**src/inc/user_break_consts.svh**
```systemverilog
// Register offsets, field positions and reset values of the user break unit
`ifndef USER_BREAK_CONSTS_SVH
`define USER_BREAK_CONSTS_SVH

// Register byte offsets
`define UB_OFS_A_ADDR 8'h00
`define UB_OFS_A_SPACE 8'h04
`define UB_OFS_A_MASK 8'h08
`define UB_OFS_A_COND 8'h0c
`define UB_OFS_B_ADDR 8'h10
`define UB_OFS_B_SPACE 8'h14
`define UB_OFS_B_MASK 8'h18
`define UB_OFS_B_COND 8'h1c
`define UB_OFS_B_DATA 8'h20
`define UB_OFS_B_DMASK 8'h24
`define UB_OFS_CTRL 8'h28
`define UB_OFS_STATE 8'h2c

// Break control field positions
`define UB_CTRL_FLAG_A 15
`define UB_CTRL_FLAG_B 14
`define UB_CTRL_AFTER_A 10
`define UB_CTRL_DATA_EN 7
`define UB_CTRL_AFTER_B 6
`define UB_CTRL_ORDERED 3
`define UB_CTRL_WMASK 16'hc4c8

// Cycle condition and mask field positions
`define UB_COND_TYPE_HI 5
`define UB_COND_TYPE_LO 4
`define UB_COND_RW_HI 3
`define UB_COND_RW_LO 2
`define UB_COND_SIZE_HI 1
`define UB_COND_SIZE_LO 0
`define UB_MASK_SPACE 2

// Reset values
`define UB_CTRL_RESET 16'h0000
`define UB_COND_RESET 6'h00
`define UB_WORD_RESET 32'h0000_0000

// AXI responses
`define UB_RESP_OKAY 2'h0
`define UB_RESP_SLVERR 2'h2

`endif

```
**src/inc/user_break_pkg.sv**
```systemverilog
// Types shared by the user break unit
package user_break_pkg;

  // Operand size code, also the size of an actual data access
  typedef enum logic [1:0] {
    SIZE_ANY = 2'h0,
    SIZE_BYTE = 2'h1,
    SIZE_WORD = 2'h2,
    SIZE_LONG = 2'h3
  } size_t;

  // Address mask code
  typedef enum logic [1:0] {
    AMASK_NONE = 2'h0,
    AMASK_LOW10 = 2'h1,
    AMASK_LOW12 = 2'h2,
    AMASK_ALL = 2'h3
  } addr_mask_t;

endpackage

```
**src/design/user_break_match_unit.sv**
```systemverilog
// Two-channel user break unit with AXI4-Lite registers
//
// Added by the designer: register access over AXI4-Lite and the address map.
`timescale 1ns/1ns
`include "user_break_consts.svh"
module user_break_match_unit
(
  // Clock and reset
  input wire logic clk_sys,
  input wire logic nrst,
  // AXI4-Lite register port
  input wire logic [7:0] awaddr,
  input wire logic awvalid,
  output logic awready,
  input wire logic [31:0] wdata,
  input wire logic [3:0] wstrb,
  input wire logic wvalid,
  output logic wready,
  output logic [1:0] bresp,
  output logic bvalid,
  input wire logic bready,
  input wire logic [7:0] araddr,
  input wire logic arvalid,
  output logic arready,
  output logic [31:0] rdata,
  output logic [1:0] rresp,
  output logic rvalid,
  input wire logic rready,
  // Confirmed instruction from the pipeline
  input wire logic insnValid,
  input wire logic [31:0] insnAddr,
  input wire logic [7:0] insnSpace,
  input wire logic insnDelaySlot,
  input wire logic insnDelayedBranch,
  input wire logic [31:0] insnBranchAddr,
  // Data access cycle
  input wire logic cycValid,
  input wire logic [31:0] cycAddr,
  input wire logic [7:0] cycSpace,
  input wire logic cycWrite,
  input wire logic [1:0] cycSize,
  input wire logic [31:0] cycData,
  // Exception logic
  output logic insnGrant,
  output logic breakReq,
  output logic [31:0] breakPc,
  input wire logic breakAck
);
  logic wrEn;
  logic [7:0] wrAddr;
  logic [31:0] wrData;
  logic [3:0] wrStrb;
  logic wrErr;
  logic [7:0] rdAddr;
  logic [31:0] rdData;
  logic rdErr;
  logic [31:0] wrMerged;
  logic [31:0] rdOld;

  logic [31:0] aAddr_q;
  logic [7:0] aSpace_q;
  logic [2:0] aMask_q;
  logic [5:0] aCond_q;
  logic [31:0] bAddr_q;
  logic [7:0] bSpace_q;
  logic [2:0] bMask_q;
  logic [5:0] bCond_q;
  logic [31:0] bData_q;
  logic [31:0] bDataMask_q;
  logic [15:0] ctrl_q;
  logic [15:0] ctrl_d;
  logic aSeen_q;
  logic pendAfter_q;
  logic pendSkip_q;
  logic pendUseBr_q;
  logic [31:0] pendPc_q;

  logic insnLive;
  logic aFetch;
  logic aData;
  logic bFetch;
  logic bData;
  logic ordered;
  logic bFetchCnt;
  logic bDataCnt;
  logic trigBefore;
  logic trigAfter;
  logic trigData;
  logic pendFires;

  axil_reg_port u_port
  (
    .clk_sys(clk_sys),
    .nrst(nrst),
    .awaddr(awaddr),
    .awvalid(awvalid),
    .awready(awready),
    .wdata(wdata),
    .wstrb(wstrb),
    .wvalid(wvalid),
    .wready(wready),
    .bresp(bresp),
    .bvalid(bvalid),
    .bready(bready),
    .araddr(araddr),
    .arvalid(arvalid),
    .arready(arready),
    .rdata(rdata),
    .rresp(rresp),
    .rvalid(rvalid),
    .rready(rready),
    .wrEn(wrEn),
    .wrAddr(wrAddr),
    .wrData(wrData),
    .wrStrb(wrStrb),
    .wrErr(wrErr),
    .rdAddr(rdAddr),
    .rdData(rdData),
    .rdErr(rdErr)
  );

  // Read decode on the read address; the byte-lane merge has its own decode below
  // reserved bits read zero
  always_comb
  begin
    rdData = 32'h0000_0000;
    rdErr = 1'b0;
    unique case (rdAddr)
      `UB_OFS_A_ADDR: rdData = aAddr_q;
      `UB_OFS_A_SPACE: rdData = {24'h000000, aSpace_q};
      `UB_OFS_A_MASK: rdData = {29'h00000000, aMask_q};
      `UB_OFS_A_COND: rdData = {26'h0000000, aCond_q};
      `UB_OFS_B_ADDR: rdData = bAddr_q;
      `UB_OFS_B_SPACE: rdData = {24'h000000, bSpace_q};
      `UB_OFS_B_MASK: rdData = {29'h00000000, bMask_q};
      `UB_OFS_B_COND: rdData = {26'h0000000, bCond_q};
      `UB_OFS_B_DATA: rdData = bData_q;
      `UB_OFS_B_DMASK: rdData = bDataMask_q;
      `UB_OFS_CTRL: rdData = {16'h0000, ctrl_q};
      `UB_OFS_STATE: rdData = {29'h00000000, pendAfter_q, breakReq, aSeen_q};
      default: rdErr = 1'b1;
    endcase
  end

  // Old contents of the word being written; the space, mask and cond registers give zero
  always_comb
  begin
    rdOld = 32'h0000_0000;
    wrErr = 1'b0;
    unique case (wrAddr)
      `UB_OFS_A_ADDR: rdOld = aAddr_q;
      `UB_OFS_B_ADDR: rdOld = bAddr_q;
      `UB_OFS_B_DATA: rdOld = bData_q;
      `UB_OFS_B_DMASK: rdOld = bDataMask_q;
      `UB_OFS_CTRL: rdOld = {16'h0000, ctrl_q};
      `UB_OFS_A_SPACE, `UB_OFS_A_MASK, `UB_OFS_A_COND: rdOld = 32'h0000_0000;
      `UB_OFS_B_SPACE, `UB_OFS_B_MASK, `UB_OFS_B_COND: rdOld = 32'h0000_0000;
      `UB_OFS_STATE: rdOld = 32'h0000_0000;
      default: wrErr = 1'b1;
    endcase
  end

  // Byte strobes pick new lanes; others keep their value, or go to zero in the space, mask and cond registers
  for (genvar i = 0; i < 4; i++)
  begin : g_lane
    assign wrMerged[8*i+7:8*i] = wrStrb[i] ? wrData[8*i+7:8*i] : rdOld[8*i+7:8*i];
  end

  // Condition registers; cycle conditions cleared by reset
  always_ff @(posedge clk_sys or negedge nrst)
  begin
    if (!nrst)
    begin
      aAddr_q <= `UB_WORD_RESET;
      aSpace_q <= 8'h00;
      aMask_q <= 3'h0;
      aCond_q <= `UB_COND_RESET;
      bAddr_q <= `UB_WORD_RESET;
      bSpace_q <= 8'h00;
      bMask_q <= 3'h0;
      bCond_q <= `UB_COND_RESET;
      bData_q <= `UB_WORD_RESET;
      bDataMask_q <= `UB_WORD_RESET;
    end
    else if (wrEn)
    begin
      unique case (wrAddr)
        `UB_OFS_A_ADDR: aAddr_q <= wrMerged;
        `UB_OFS_A_SPACE: aSpace_q <= wrMerged[7:0];
        `UB_OFS_A_MASK: aMask_q <= wrMerged[2:0];
        `UB_OFS_A_COND: aCond_q <= wrMerged[5:0];
        `UB_OFS_B_ADDR: bAddr_q <= wrMerged;
        `UB_OFS_B_SPACE: bSpace_q <= wrMerged[7:0];
        `UB_OFS_B_MASK: bMask_q <= wrMerged[2:0];
        `UB_OFS_B_COND: bCond_q <= wrMerged[5:0];
        `UB_OFS_B_DATA: bData_q <= wrMerged;
        `UB_OFS_B_DMASK: bDataMask_q <= wrMerged;
        default: ;
      endcase
    end
  end

  // Channel comparators; channel A has no data compare
  assign insnLive = insnValid && !breakReq;
  break_chan_match u_chan_a
  (
    .cfgAddr(aAddr_q),
    .cfgSpace(aSpace_q),
    .cfgMask(aMask_q),
    .cfgCond(aCond_q),
    .cfgDataEn(1'b0),
    .cfgData(32'h0000_0000),
    .cfgDataMask(32'h0000_0000),
    .insnValid(insnLive),
    .insnAddr(insnAddr),
    .insnSpace(insnSpace),
    .cycValid(cycValid),
    .cycAddr(cycAddr),
    .cycSpace(cycSpace),
    .cycWrite(cycWrite),
    .cycSize(cycSize),
    .cycData(cycData),
    .fetchHit(aFetch),
    .dataHit(aData)
  );

  break_chan_match u_chan_b
  (
    .cfgAddr(bAddr_q),
    .cfgSpace(bSpace_q),
    .cfgMask(bMask_q),
    .cfgCond(bCond_q),
    .cfgDataEn(ctrl_q[`UB_CTRL_DATA_EN]),
    .cfgData(bData_q),
    .cfgDataMask(bDataMask_q),
    .insnValid(insnLive),
    .insnAddr(insnAddr),
    .insnSpace(insnSpace),
    .cycValid(cycValid),
    .cycAddr(cycAddr),
    .cycSpace(cycSpace),
    .cycWrite(cycWrite),
    .cycSize(cycSize),
    .cycData(cycData),
    .fetchHit(bFetch),
    .dataHit(bData)
  );

  // In ordered mode B counts only after a registered A match
  // simultaneous A and B does not count
  assign ordered = ctrl_q[`UB_CTRL_ORDERED];
  assign bFetchCnt = bFetch && (!ordered || aSeen_q);
  assign bDataCnt = bData && (!ordered || aSeen_q);

  assign trigBefore = (!ordered && aFetch && !ctrl_q[`UB_CTRL_AFTER_A])
    || (bFetchCnt && !ctrl_q[`UB_CTRL_AFTER_B]);
  assign trigAfter = (!ordered && aFetch && ctrl_q[`UB_CTRL_AFTER_A])
    || (bFetchCnt && ctrl_q[`UB_CTRL_AFTER_B]);
  assign trigData = (!ordered && aData) || bDataCnt;
  assign pendFires = pendAfter_q && !(pendSkip_q && insnDelaySlot);

  // Ordered mode history; cleared once the sequence completes
  always_ff @(posedge clk_sys or negedge nrst)
  begin
    if (!nrst)
      aSeen_q <= 1'b0;
    else if (!ordered)
      aSeen_q <= 1'b0;
    else if (bFetchCnt || bDataCnt)
      aSeen_q <= 1'b0;
    else if (aFetch || aData)
      aSeen_q <= 1'b1;
  end

  // set wins over a software clear
  // ordered mode sets only flag B
  always_comb
  begin
    ctrl_d = ctrl_q;
    if (wrEn && wrAddr == `UB_OFS_CTRL)
      ctrl_d = wrMerged[15:0] & `UB_CTRL_WMASK & (ctrl_q | 16'h3fff);
    if (!ordered && (aFetch || aData))
      ctrl_d[`UB_CTRL_FLAG_A] = 1'b1;
    if (bFetchCnt || bDataCnt)
      ctrl_d[`UB_CTRL_FLAG_B] = 1'b1;
  end

  always_ff @(posedge clk_sys or negedge nrst)
  begin
    if (!nrst)
      ctrl_q <= `UB_CTRL_RESET;
    else
      ctrl_q <= ctrl_d;
  end

  // Deferred trap waiting for the next executed instruction
  // slot of a delayed branch runs before the trap
  // data match traps before the following instruction
  always_ff @(posedge clk_sys or negedge nrst)
  begin
    if (!nrst)
    begin
      pendAfter_q <= 1'b0;
      pendSkip_q <= 1'b0;
      pendUseBr_q <= 1'b0;
      pendPc_q <= 32'h0000_0000;
    end
    else
    begin
      if (insnLive)
      begin
        if (trigBefore || pendFires)
          pendAfter_q <= 1'b0;
        else if (trigAfter)
        begin
          pendAfter_q <= 1'b1;
          pendSkip_q <= insnDelayedBranch;
          pendUseBr_q <= insnDelayedBranch;
          pendPc_q <= insnAddr;
        end
        else if (pendAfter_q)
          pendSkip_q <= 1'b0;
      end
      // Data hits arrive apart from instructions, set wins
      if (trigData && !pendAfter_q)
      begin
        pendAfter_q <= 1'b1;
        pendSkip_q <= 1'b0;
        pendUseBr_q <= 1'b0;
      end
    end
  end

  // single request held until the exception logic accepts
  // a faulted fetch is never confirmed, so re-execution matches
  // delay slot break taken before its branch
  // before break saves matched or branch address
  // after break saves next or delayed branch address
  // imprecise data break saves the instruction it stops
  always_ff @(posedge clk_sys or negedge nrst)
  begin
    if (!nrst)
    begin
      breakReq <= 1'b0;
      breakPc <= 32'h0000_0000;
      insnGrant <= 1'b0;
    end
    else
    begin
      insnGrant <= 1'b0;
      if (breakReq && breakAck)
        breakReq <= 1'b0;
      else if (insnLive && trigBefore)
      begin
        breakReq <= 1'b1;
        breakPc <= insnDelaySlot ? insnBranchAddr : insnAddr;
      end
      else if (insnLive && pendFires)
      begin
        breakReq <= 1'b1;
        breakPc <= pendUseBr_q ? pendPc_q : insnAddr;
      end
      else if (insnLive)
        insnGrant <= 1'b1;
    end
  end
endmodule

```
**src/design/axil_reg_port.sv**
```systemverilog
// AXI4-Lite slave front end: one write and one read in flight
`timescale 1ns/1ns
`include "user_break_consts.svh"
module axil_reg_port
(
  // Clock and reset
  input wire logic clk_sys,
  input wire logic nrst,
  // AXI4-Lite
  input wire logic [7:0] awaddr,
  input wire logic awvalid,
  output logic awready,
  input wire logic [31:0] wdata,
  input wire logic [3:0] wstrb,
  input wire logic wvalid,
  output logic wready,
  output logic [1:0] bresp,
  output logic bvalid,
  input wire logic bready,
  input wire logic [7:0] araddr,
  input wire logic arvalid,
  output logic arready,
  output logic [31:0] rdata,
  output logic [1:0] rresp,
  output logic rvalid,
  input wire logic rready,
  // Register file side
  output logic wrEn,
  output logic [7:0] wrAddr,
  output logic [31:0] wrData,
  output logic [3:0] wrStrb,
  input wire logic wrErr,
  output logic [7:0] rdAddr,
  input wire logic [31:0] rdData,
  input wire logic rdErr
);
  logic awHave_q;
  logic wHave_q;
  logic [7:0] awAddr_q;

  assign wrAddr = awAddr_q;
  assign wrEn = awHave_q & wHave_q & ~bvalid;
  assign rdAddr = araddr;

  // Address and data are caught independently, in either order
  always_ff @(posedge clk_sys or negedge nrst)
  begin
    if (!nrst)
    begin
      awHave_q <= 1'b0;
      wHave_q <= 1'b0;
      awAddr_q <= 8'h00;
      wrData <= 32'h0000_0000;
      wrStrb <= 4'h0;
      awready <= 1'b1;
      wready <= 1'b1;
    end
    else
    begin
      if (awvalid && awready)
      begin
        awHave_q <= 1'b1;
        awAddr_q <= awaddr;
        awready <= 1'b0;
      end
      if (wvalid && wready)
      begin
        wHave_q <= 1'b1;
        wrData <= wdata;
        wrStrb <= wstrb;
        wready <= 1'b0;
      end
      if (bvalid && bready)
      begin
        awHave_q <= 1'b0;
        wHave_q <= 1'b0;
        awready <= 1'b1;
        wready <= 1'b1;
      end
    end
  end

  // Write response one cycle after both halves are held
  always_ff @(posedge clk_sys or negedge nrst)
  begin
    if (!nrst)
    begin
      bvalid <= 1'b0;
      bresp <= `UB_RESP_OKAY;
    end
    else if (wrEn)
    begin
      bvalid <= 1'b1;
      bresp <= wrErr ? `UB_RESP_SLVERR : `UB_RESP_OKAY;
    end
    else if (bready)
      bvalid <= 1'b0;
  end

  // Read answered the cycle after the address is taken
  always_ff @(posedge clk_sys or negedge nrst)
  begin
    if (!nrst)
    begin
      arready <= 1'b1;
      rvalid <= 1'b0;
      rdata <= 32'h0000_0000;
      rresp <= `UB_RESP_OKAY;
    end
    else if (arvalid && arready)
    begin
      arready <= 1'b0;
      rvalid <= 1'b1;
      rdata <= rdErr ? 32'h0000_0000 : rdData;
      rresp <= rdErr ? `UB_RESP_SLVERR : `UB_RESP_OKAY;
    end
    else if (rvalid && rready)
    begin
      rvalid <= 1'b0;
      arready <= 1'b1;
    end
  end
endmodule

```
**src/design/break_chan_match.sv**
```systemverilog
// Address, space, cycle and data comparator for one break channel
`timescale 1ns/1ns
`include "user_break_consts.svh"
module break_chan_match
(
  // Channel settings
  input wire logic [31:0] cfgAddr,
  input wire logic [7:0] cfgSpace,
  input wire logic [2:0] cfgMask,
  input wire logic [5:0] cfgCond,
  input wire logic cfgDataEn,
  input wire logic [31:0] cfgData,
  input wire logic [31:0] cfgDataMask,
  // Confirmed instruction
  input wire logic insnValid,
  input wire logic [31:0] insnAddr,
  input wire logic [7:0] insnSpace,
  // Data access cycle
  input wire logic cycValid,
  input wire logic [31:0] cycAddr,
  input wire logic [7:0] cycSpace,
  input wire logic cycWrite,
  input wire logic [1:0] cycSize,
  input wire logic [31:0] cycData,
  // Hits
  output logic fetchHit,
  output logic dataHit
);
  logic [1:0] cType;
  logic [1:0] cRw;
  logic [1:0] cSize;
  logic chanOn;
  logic [31:0] aMask;
  logic [1:0] effSize;
  logic [31:0] sizeMask;
  logic [31:0] dMask;
  logic spaceFetch;
  logic spaceData;
  logic rwData;
  logic dataOk;

  assign cType = cfgCond[`UB_COND_TYPE_HI:`UB_COND_TYPE_LO];
  assign cRw = cfgCond[`UB_COND_RW_HI:`UB_COND_RW_LO];
  assign cSize = cfgCond[`UB_COND_SIZE_HI:`UB_COND_SIZE_LO];
  assign chanOn = (cType != 2'h0) || (cRw != 2'h0);
  assign spaceFetch = cfgMask[`UB_MASK_SPACE] || (insnSpace == cfgSpace);
  assign spaceData = cfgMask[`UB_MASK_SPACE] || (cycSpace == cfgSpace);

  always_comb
  begin
    unique case (user_break_pkg::addr_mask_t'(cfgMask[1:0]))
      user_break_pkg::AMASK_NONE: aMask = 32'hffff_ffff;
      user_break_pkg::AMASK_LOW10: aMask = 32'hffff_fc00;
      user_break_pkg::AMASK_LOW12: aMask = 32'hffff_f000;
      user_break_pkg::AMASK_ALL: aMask = 32'h0000_0000;
    endcase
  end

  assign effSize = (cSize == 2'h0) ? cycSize : cSize;
  always_comb
  begin
    unique case (user_break_pkg::size_t'(effSize))
      user_break_pkg::SIZE_WORD: sizeMask = 32'hffff_fffe;
      user_break_pkg::SIZE_LONG: sizeMask = 32'hffff_fffc;
      default: sizeMask = 32'hffff_ffff;
    endcase
  end

  // upper half ignored for byte and word
  assign dMask = (effSize == 2'h3) ? ~cfgDataMask : {16'h0000, ~cfgDataMask[15:0]};
  assign dataOk = !cfgDataEn || (((cycData ^ cfgData) & dMask) == 32'h0000_0000);
  assign rwData = (cRw == 2'h0) || (cycWrite ? cRw[1] : cRw[0]);

  // each instruction by its own start address
  // fetch match never looks at data compare
  assign fetchHit = insnValid && chanOn && (cType != 2'h2) && (cRw != 2'h2)
    && ((cSize == 2'h0) || (cSize == 2'h2)) && spaceFetch
    && (((insnAddr ^ cfgAddr) & aMask) == 32'h0000_0000);
  assign dataHit = cycValid && chanOn && (cType != 2'h1) && rwData && spaceData
    && ((cSize == 2'h0) || (cSize == cycSize)) && dataOk
    && (((cycAddr ^ cfgAddr) & aMask & sizeMask) == 32'h0000_0000);
endmodule

```
**config.mk**
```make
export PLATFORM = sky130hd
export DESIGN_NAME = user_break_match_unit
export DESIGN_NICKNAME = d
export VERILOG_FILES = /design/src/inc/user_break_pkg.sv /design/src/design/user_break_match_unit.sv /design/src/design/axil_reg_port.sv /design/src/design/break_chan_match.sv
export VERILOG_INCLUDE_DIRS = /design/src /design/src/inc
export SDC_FILE = /design/constraint.sdc
export NUM_CORES = 1
export LEC_CHECK = 0
export BUFFER_PORTS_ARGS = -buffer_cell sky130_fd_sc_hd__buf_2
export CORE_UTILIZATION = 50
export CTS_CLUSTER_DIAMETER = 120
export DETAILED_ROUTE_END_ITERATION = 8
export GPL_ROUTABILITY_DRIVEN = 0
export PLACE_DENSITY_LB_ADDON = 0.15
export SLEW_MARGIN = 25
export SYNTH_ARGS = -nofsm -noshare
export SYNTH_HDL_FRONTEND = slang
export SYNTH_SLANG_ARGS = --single-unit
```
**constraint.sdc**
```tcl
create_clock -name clk_sys -period 2.73 [get_ports clk_sys]
set_input_delay 0.546 -clock clk_sys [delete_from_list [all_inputs] [get_ports clk_sys]]
set_output_delay 0.546 -clock clk_sys [all_outputs]
set_load 0.01 [all_outputs]
```
Word-level counts from Yosys, hierarchy flattened. Cells that the tools add are included. W data, S select, Z words.

Word-level logic and storage cells: 284. Flip-flop bits (word level): 335. Output and inout port bits: 75. Bits of input ports: 211.

Bitwise gates (word level): 20. Mux-type cells: 62. Reductions and logical operators: 120. Equal/unequal tests: 48.

Operators with widths (number): $pmux W32 S12 (1); $pmux W32 S4 (2); $and A32 B32 Y32 (7); $mux W32 (6); $logic_not A32 Y1 (5); $pmux W32 S5 (1); $xor A32 B32 Y32 (5); $eq A8 B5 Y1 const B (8); $eq A8 B6 Y1 const B (8); $logic_and A1 B1 Y1 (47); $mux W1 (41); $eq A8 B4 Y1 const B (4); $eq A8 B8 Y1 (4); $mux W8 (4); $not A32 Y32 (1); $reduce_bool A2 Y1 (13); $reduce_and A2 Y1 (12); $reduce_or A12 Y1 (2); $eq A2 B2 Y1 const B (10); $logic_or A1 B1 Y1 (20); $and A16 B16 Y16 (1); $eq A8 B3 Y1 const B (2); $logic_not A8 Y1 (2); $mux W16 (1); 14 further kinds (43).

Depth between registers and ports, before layout.
Depth in word-level cells: 15. Gate-level depth with buffers: 10. Mapped depth without buffers: 8.

By module. Synthesis repeated with hierarchy kept, for this count alone.

Cell total of the unflattened synthesis: 1989. Area total of the unflattened synthesis: 19876.6 µm².

By module, submodules not included: user_break_match_unit (times used 1, seq. area each 5955.7 µm², cells an instance 1382, area each 13262.7 µm²); axil_reg_port (times used 1, seq. area each 2130.8 µm², cells an instance 235, area each 3723.6 µm²); break_chan_match (times used 2, seq. area each 0.0 µm², cells an instance 186, area each 1445.1 µm²).

Worst setup path before layout. OpenSTA, ideal clock, no wires.

Kind: input to register. Start: input port insnAddr[6]. End: register pendPc_q[10]. Arrival time: 2.572 ns. Path buffers: 2. Stages: 9. Library setup time: 0.125 ns. Slack: 0.033 ns. Required time: 2.605 ns. Cell sequence: xor2_1 > nor4_1 > a311oi_1 > or4b_1 > o22ai_2 > and4_4 > buf_12 > buf_12 > mux2_4.

Longest elaborated chain between the ends: 10. Elaborated cells on any way between the ends: 19. Classes of those cells: 5 x bitwise; 14 x reduce/logical.

Ends and longest elaborated chain: start: declaration (line user_break_match_unit.sv:31) `input wire logic [31:0] insnAddr,`; $xor A32 B32 Y32 (line break_chan_match.sv:78) `&& (((insnAddr ^ cfgAddr) & aMask) == 32'h0000_0000);`; $and A32 B32 Y32 (line break_chan_match.sv:78); $logic_not A32 Y1 (line break_chan_match.sv:78); $logic_and A1 B1 Y1 (line break_chan_match.sv:78); $logic_and A1 B1 Y1 (on tied branches) (line user_break_match_unit.sv:255, user_break_match_unit.sv:257, user_break_match_unit.sv:252); $logic_and A1 B1 Y1 (on tied branches) (line user_break_match_unit.sv:255, user_break_match_unit.sv:256); $logic_or A1 B1 Y1 (line user_break_match_unit.sv:255) `` assign trigBefore = (!ordered && aFetch && !ctrl_q[`UB_CTRL_AFTER_A]) ``; $logic_or A1 B1 Y1 (line user_break_match_unit.sv:312) `if (trigBefore || pendFires)`; $not A1 Y1 (no source line); $reduce_and A3 Y1 (no source line) (*); end signal: assignment (line user_break_match_unit.sv:319) `pendPc_q <= insnAddr;`; end: declaration (line user_break_match_unit.sv:76) `logic [31:0] pendPc_q;`.

Mark *: on every way between the ends. The rest lies on a longest branch, timed or not. A chain may end at the register's enable or synchronous reset.

Final worst setup path.
Start: register aSpace_q[3]. End: register breakPc[0].

Longest elaborated chain between the ends: 10. Elaborated cells on any way between the ends: 11. Classes of those cells: 1 x eq/ne; 1 x mux; 9 x reduce/logical.

Ends and longest elaborated chain: start: declaration (line user_break_match_unit.sv:61) `logic [7:0] aSpace_q;`; start signal: assignment (line user_break_match_unit.sv:189) `` `UB_OFS_A_SPACE: aSpace_q <= wrMerged[7:0]; ``; $eq A8 B8 Y1 (*) (line break_chan_match.sv:46) `` assign spaceFetch = cfgMask[`UB_MASK_SPACE] || (insnSpace == cfgSpace); ``; $logic_or A1 B1 Y1 (*) (line break_chan_match.sv:46); $logic_and A1 B1 Y1 (*) (line break_chan_match.sv:77) `&& ((cSize == 2'h0) || (cSize == 2'h2)) && spaceFetch`; $logic_and A1 B1 Y1 (*) (line break_chan_match.sv:78); $logic_and A1 B1 Y1 (*) (2 in a row) (line user_break_match_unit.sv:255); $logic_or A1 B1 Y1 (*) (line user_break_match_unit.sv:255); $logic_and A1 B1 Y1 (*) (line user_break_match_unit.sv:353) `else if (insnLive && trigBefore)`; $reduce_bool A2 Y1 (no source line); $reduce_and A2 Y1 (no source line); end signal: assignment (line user_break_match_unit.sv:356) `breakPc <= insnDelaySlot ? insnBranchAddr : insnAddr;`; end signal: assignment (line user_break_match_unit.sv:361) `breakPc <= pendUseBr_q ? pendPc_q : insnAddr;`; end: declaration (line user_break_match_unit.sv:46) `output logic [31:0] breakPc,`.

Marked as above.

==> run metrics <==
CTS Buf Count=36; Max-slew headroom=49.3%; Top Ports=286; TritonCTS clock tree=built; endpoint class of the critical path=flop; RSZ-0062 raised after global routing=yes; H-tree depth=2; final setup vio count=28; Initial Util=51.4%; status=finished with violations; Hold Path Class=input port to flop; vias=14,600; vias in the first global route=14,600; Final Power=14.9 mW; Top FF cell, synth=dfrtp_1; wire length on met3=6270 um; largest net degree at the start of global routing=73; # rows=68; Finished Cell Area=22,700 um^2; Max Slew Vio Count=0; Placed Area=21,000 um^2; Leak=11.0 nW; Pwr Density=656 nW/um^2; nets@finish=2,134; first-pass GRT wire length=90,200 um; First-pass DRT Iterations=8; HPWL after detailed placement=45,400 um; startpoint types=flop; I/O Buffers=283; met1 wire length=26,800 um; CTS max path bufs=3; WL met2=26,400 um; core area=34,900 um^2; Pint=10.2 mW; Synth Area per Inst=12.0 um^2; max layer used=met5; Psw=4.68 mW; share of layout cells above drive strength 1=44.2%; maximum fanout along the worst path=8; final global-route overflow total=0; Final WS setup=-0.0427 ns; clock share of power=34.0%; Place WS=-0.376 ns; Die X=191 um; crit path kind=flop to flop; clock skew=0.0166 ns; post-synthesis cell area=17,900 um^2; Sequential Power Share=41.4%; initial antenna violation count=4; register area share after synthesis=45.1%; worst-margin pin slew=0.761 ns; Sw Ratio=31.4%; maxcap violations=0; clock slew at reported path FFs=0.06 ns; Max IR drop VDD=0.717 mV; Area Growth Syn to Fin=26.5%; Worst EP required=3.13 ns; die area=36,600 um^2; fin crit share=102%; yosys warns=0; CTS Root Cell=clkbuf_16; Final Hold Vio Count=0; hold slack=0.189 ns; DIE HEIGHT=191 um; Vias/cell=6.08; Filler Cell Count=2,759; DRT Wirelength=61,800 um; FF+latch count, synth=323; achievable frequency=361 MHz; initial DRC count=1,359; Logic pwr share=24.6%; number of synthesized flops with an enable pin=0; Final ANT Viol Nets=0; DRC Markers=0; cell count after synthesis=1,492; clock sink total=323; async set or reset register ratio after synthesis=100%; WP data arrival=3.18 ns; post-synth cell types=67; clk_lat worst skew=0.53 ns; failing checks=setup timing; gr usage total=33.2%; Final min period=2.77 ns; DR WL/cell=25.6 um
cells by family after synthesis:
logic type	Yosys count	share of synthesized area, %
other	1	0.0209
DFF	323	45.1
buffers and inverters	87	2.57
AOI/OAI and AO/OA	259	10.2
xor gates and xnor gates	192	9.38
and+or+nand+nor	191	5.55
muxes	439	27.2
per-stage QoR:
stage | setup TNS, ns | utilization [%] | instances
4_1_cts | -1.32 | 64.3 | 2397
3_5_place_dp | -21.72 | 60.2 | 2327
2_1_floorplan | 0 | - | 1493
5_1_grt | -5.13 | 65.0 | 2404
3_3_place_gp | -19.51 | 60.2 | 2327
6_report | -0.384 | 65.0 | 2410
cell usage after synthesis, types with 7 or more instances:
cell / n / area (um^2)
a21o_1: 8 / 60.1
a21oi_1: 22 / 110
a221oi_1: 24 / 210
a222oi_1: 7 / 70.1
a22o_1: 25 / 219
a22oi_1: 51 / 383
buf_2: 13 / 65.1
clkbuf_1: 46 / 173
dfrtp_1: 320 / 8010
inv_1: 14 / 52.6
mux2_2: 276 / 3110
mux2_4: 27 / 405
mux2i_1: 136 / 1360
nand2_1: 53 / 199
nand2b_1: 7 / 43.8
nand3_1: 9 / 45.0
nand4_1: 23 / 144
nor2_1: 35 / 131
nor3_1: 11 / 55.1
nor4_1: 24 / 150
o21ai_0: 69 / 345
o22ai_1: 17 / 106
xnor2_1: 115 / 1010
xor2_1: 77 / 674
cell usage in the layout, fill, tap and decap left out, drive strengths merged, types with 9 or more instances in the layout:
master and n:
buf 460, dfrtp 320, mux2 303, mux2i 136, xnor2 115, xor2 77
o21ai 69, clkbuf 58, nand2 54, a22oi 51, nor2 37, a22o 25
a221oi 24, nor4 24, nand4 23, a21oi 22, o22ai 18, inv 16
nor3 12, nand3 9
power groups by stage:
stage	Sequential (mW)	Combinational, mW	Clock, mW
6_report	6.16	3.66	5.06
5_1_grt	6.21	3.85	5.28
4_1_cts	6.11	3.55	5.11
3_5_place_dp	6.19	3.52	0
3_3_place_gp	6.18	3.44	0
2_1_floorplan	5.94	2.09	0
worst paths after layout:
| path | depth (start not counted) | end | slack, ns | start |
|---|---|---|---|---|
| setup / recovery | 9 | breakPc[0] | -0.04 | aSpace_q[3] |
| hold / removal | 2 | u_port.arready | 0.19 | arvalid |
| setup reg to reg | 9 | breakPc[0] | -0.04 | aSpace_q[3] |
| hold reg to reg | 1 | u_port.rdata[5] | 0.47 | u_port.rdata[5] |
| max in group asynchronous | 3 | bAddr_q[24] | 1.30 | nrst |
| min in group asynchronous | 2 | pendPc_q[25] | 0.52 | nrst |
routing by layer:
layer  vias up  track usage (%)
li1       6440                -
met1      7278             47.5
met2       766             48.6
met3       151             8.43
met4         6             11.9
met5         -                0
layout make-up:
class | count | area [um^2] | area share (%)
well taps | 455 | 569 | 2.51
inverters | 14 | 52.6 | 0.232
flip-flops and latches | 323 | 8090 | 35.7
multi-input cells | 1083 | 9610 | 42.4
clock buffers | 54 | 1090 | 4.81
repair buffers | 465 | 3120 | 13.7
diodes | 6 | 15.0 | 0.0662
clock inverters | 10 | 135 | 0.596
worst max-delay path, stage by stage (launching register included):
cell       delay (ns)
dfrtp_1          0.40
xor2_1           0.17
nor4_1           0.27
a41o_1           0.31
nand3_2          0.10
or4_4            0.54
a31oi_4          0.19
buf_6            0.16
clkbuf_16        0.17
mux2_2           0.35
registers in the layout, indices dropped and copies added (netlist names), 4 cells and up:
| name | cells |
|---|---|
| aSpace_q | 8 |
| pendPc_q | 32 |
| bDataMask_q | 32 |
| u_port.wrStrb | 4 |
| u_port.wrData | 32 |
| aCond_q | 6 |
| u_port.rdata | 32 |
| bSpace_q | 8 |
| u_port.wrAddr | 8 |
| ctrl_q | 6 |
| breakPc | 32 |
| bAddr_q | 32 |
| bCond_q | 6 |
| aAddr_q | 32 |
| bData_q | 32 |
repair_timing:
item	4_1_cts	5_1_grt
resized for setup	27	23
gates cloned	2	4
endpoints found under the hold margin	42	0
setup endpoints to repair	63	89
pin swaps	13	10
buffers inserted	3	4
hold buffers	1	0
Power figures use the tool's default switching activity.
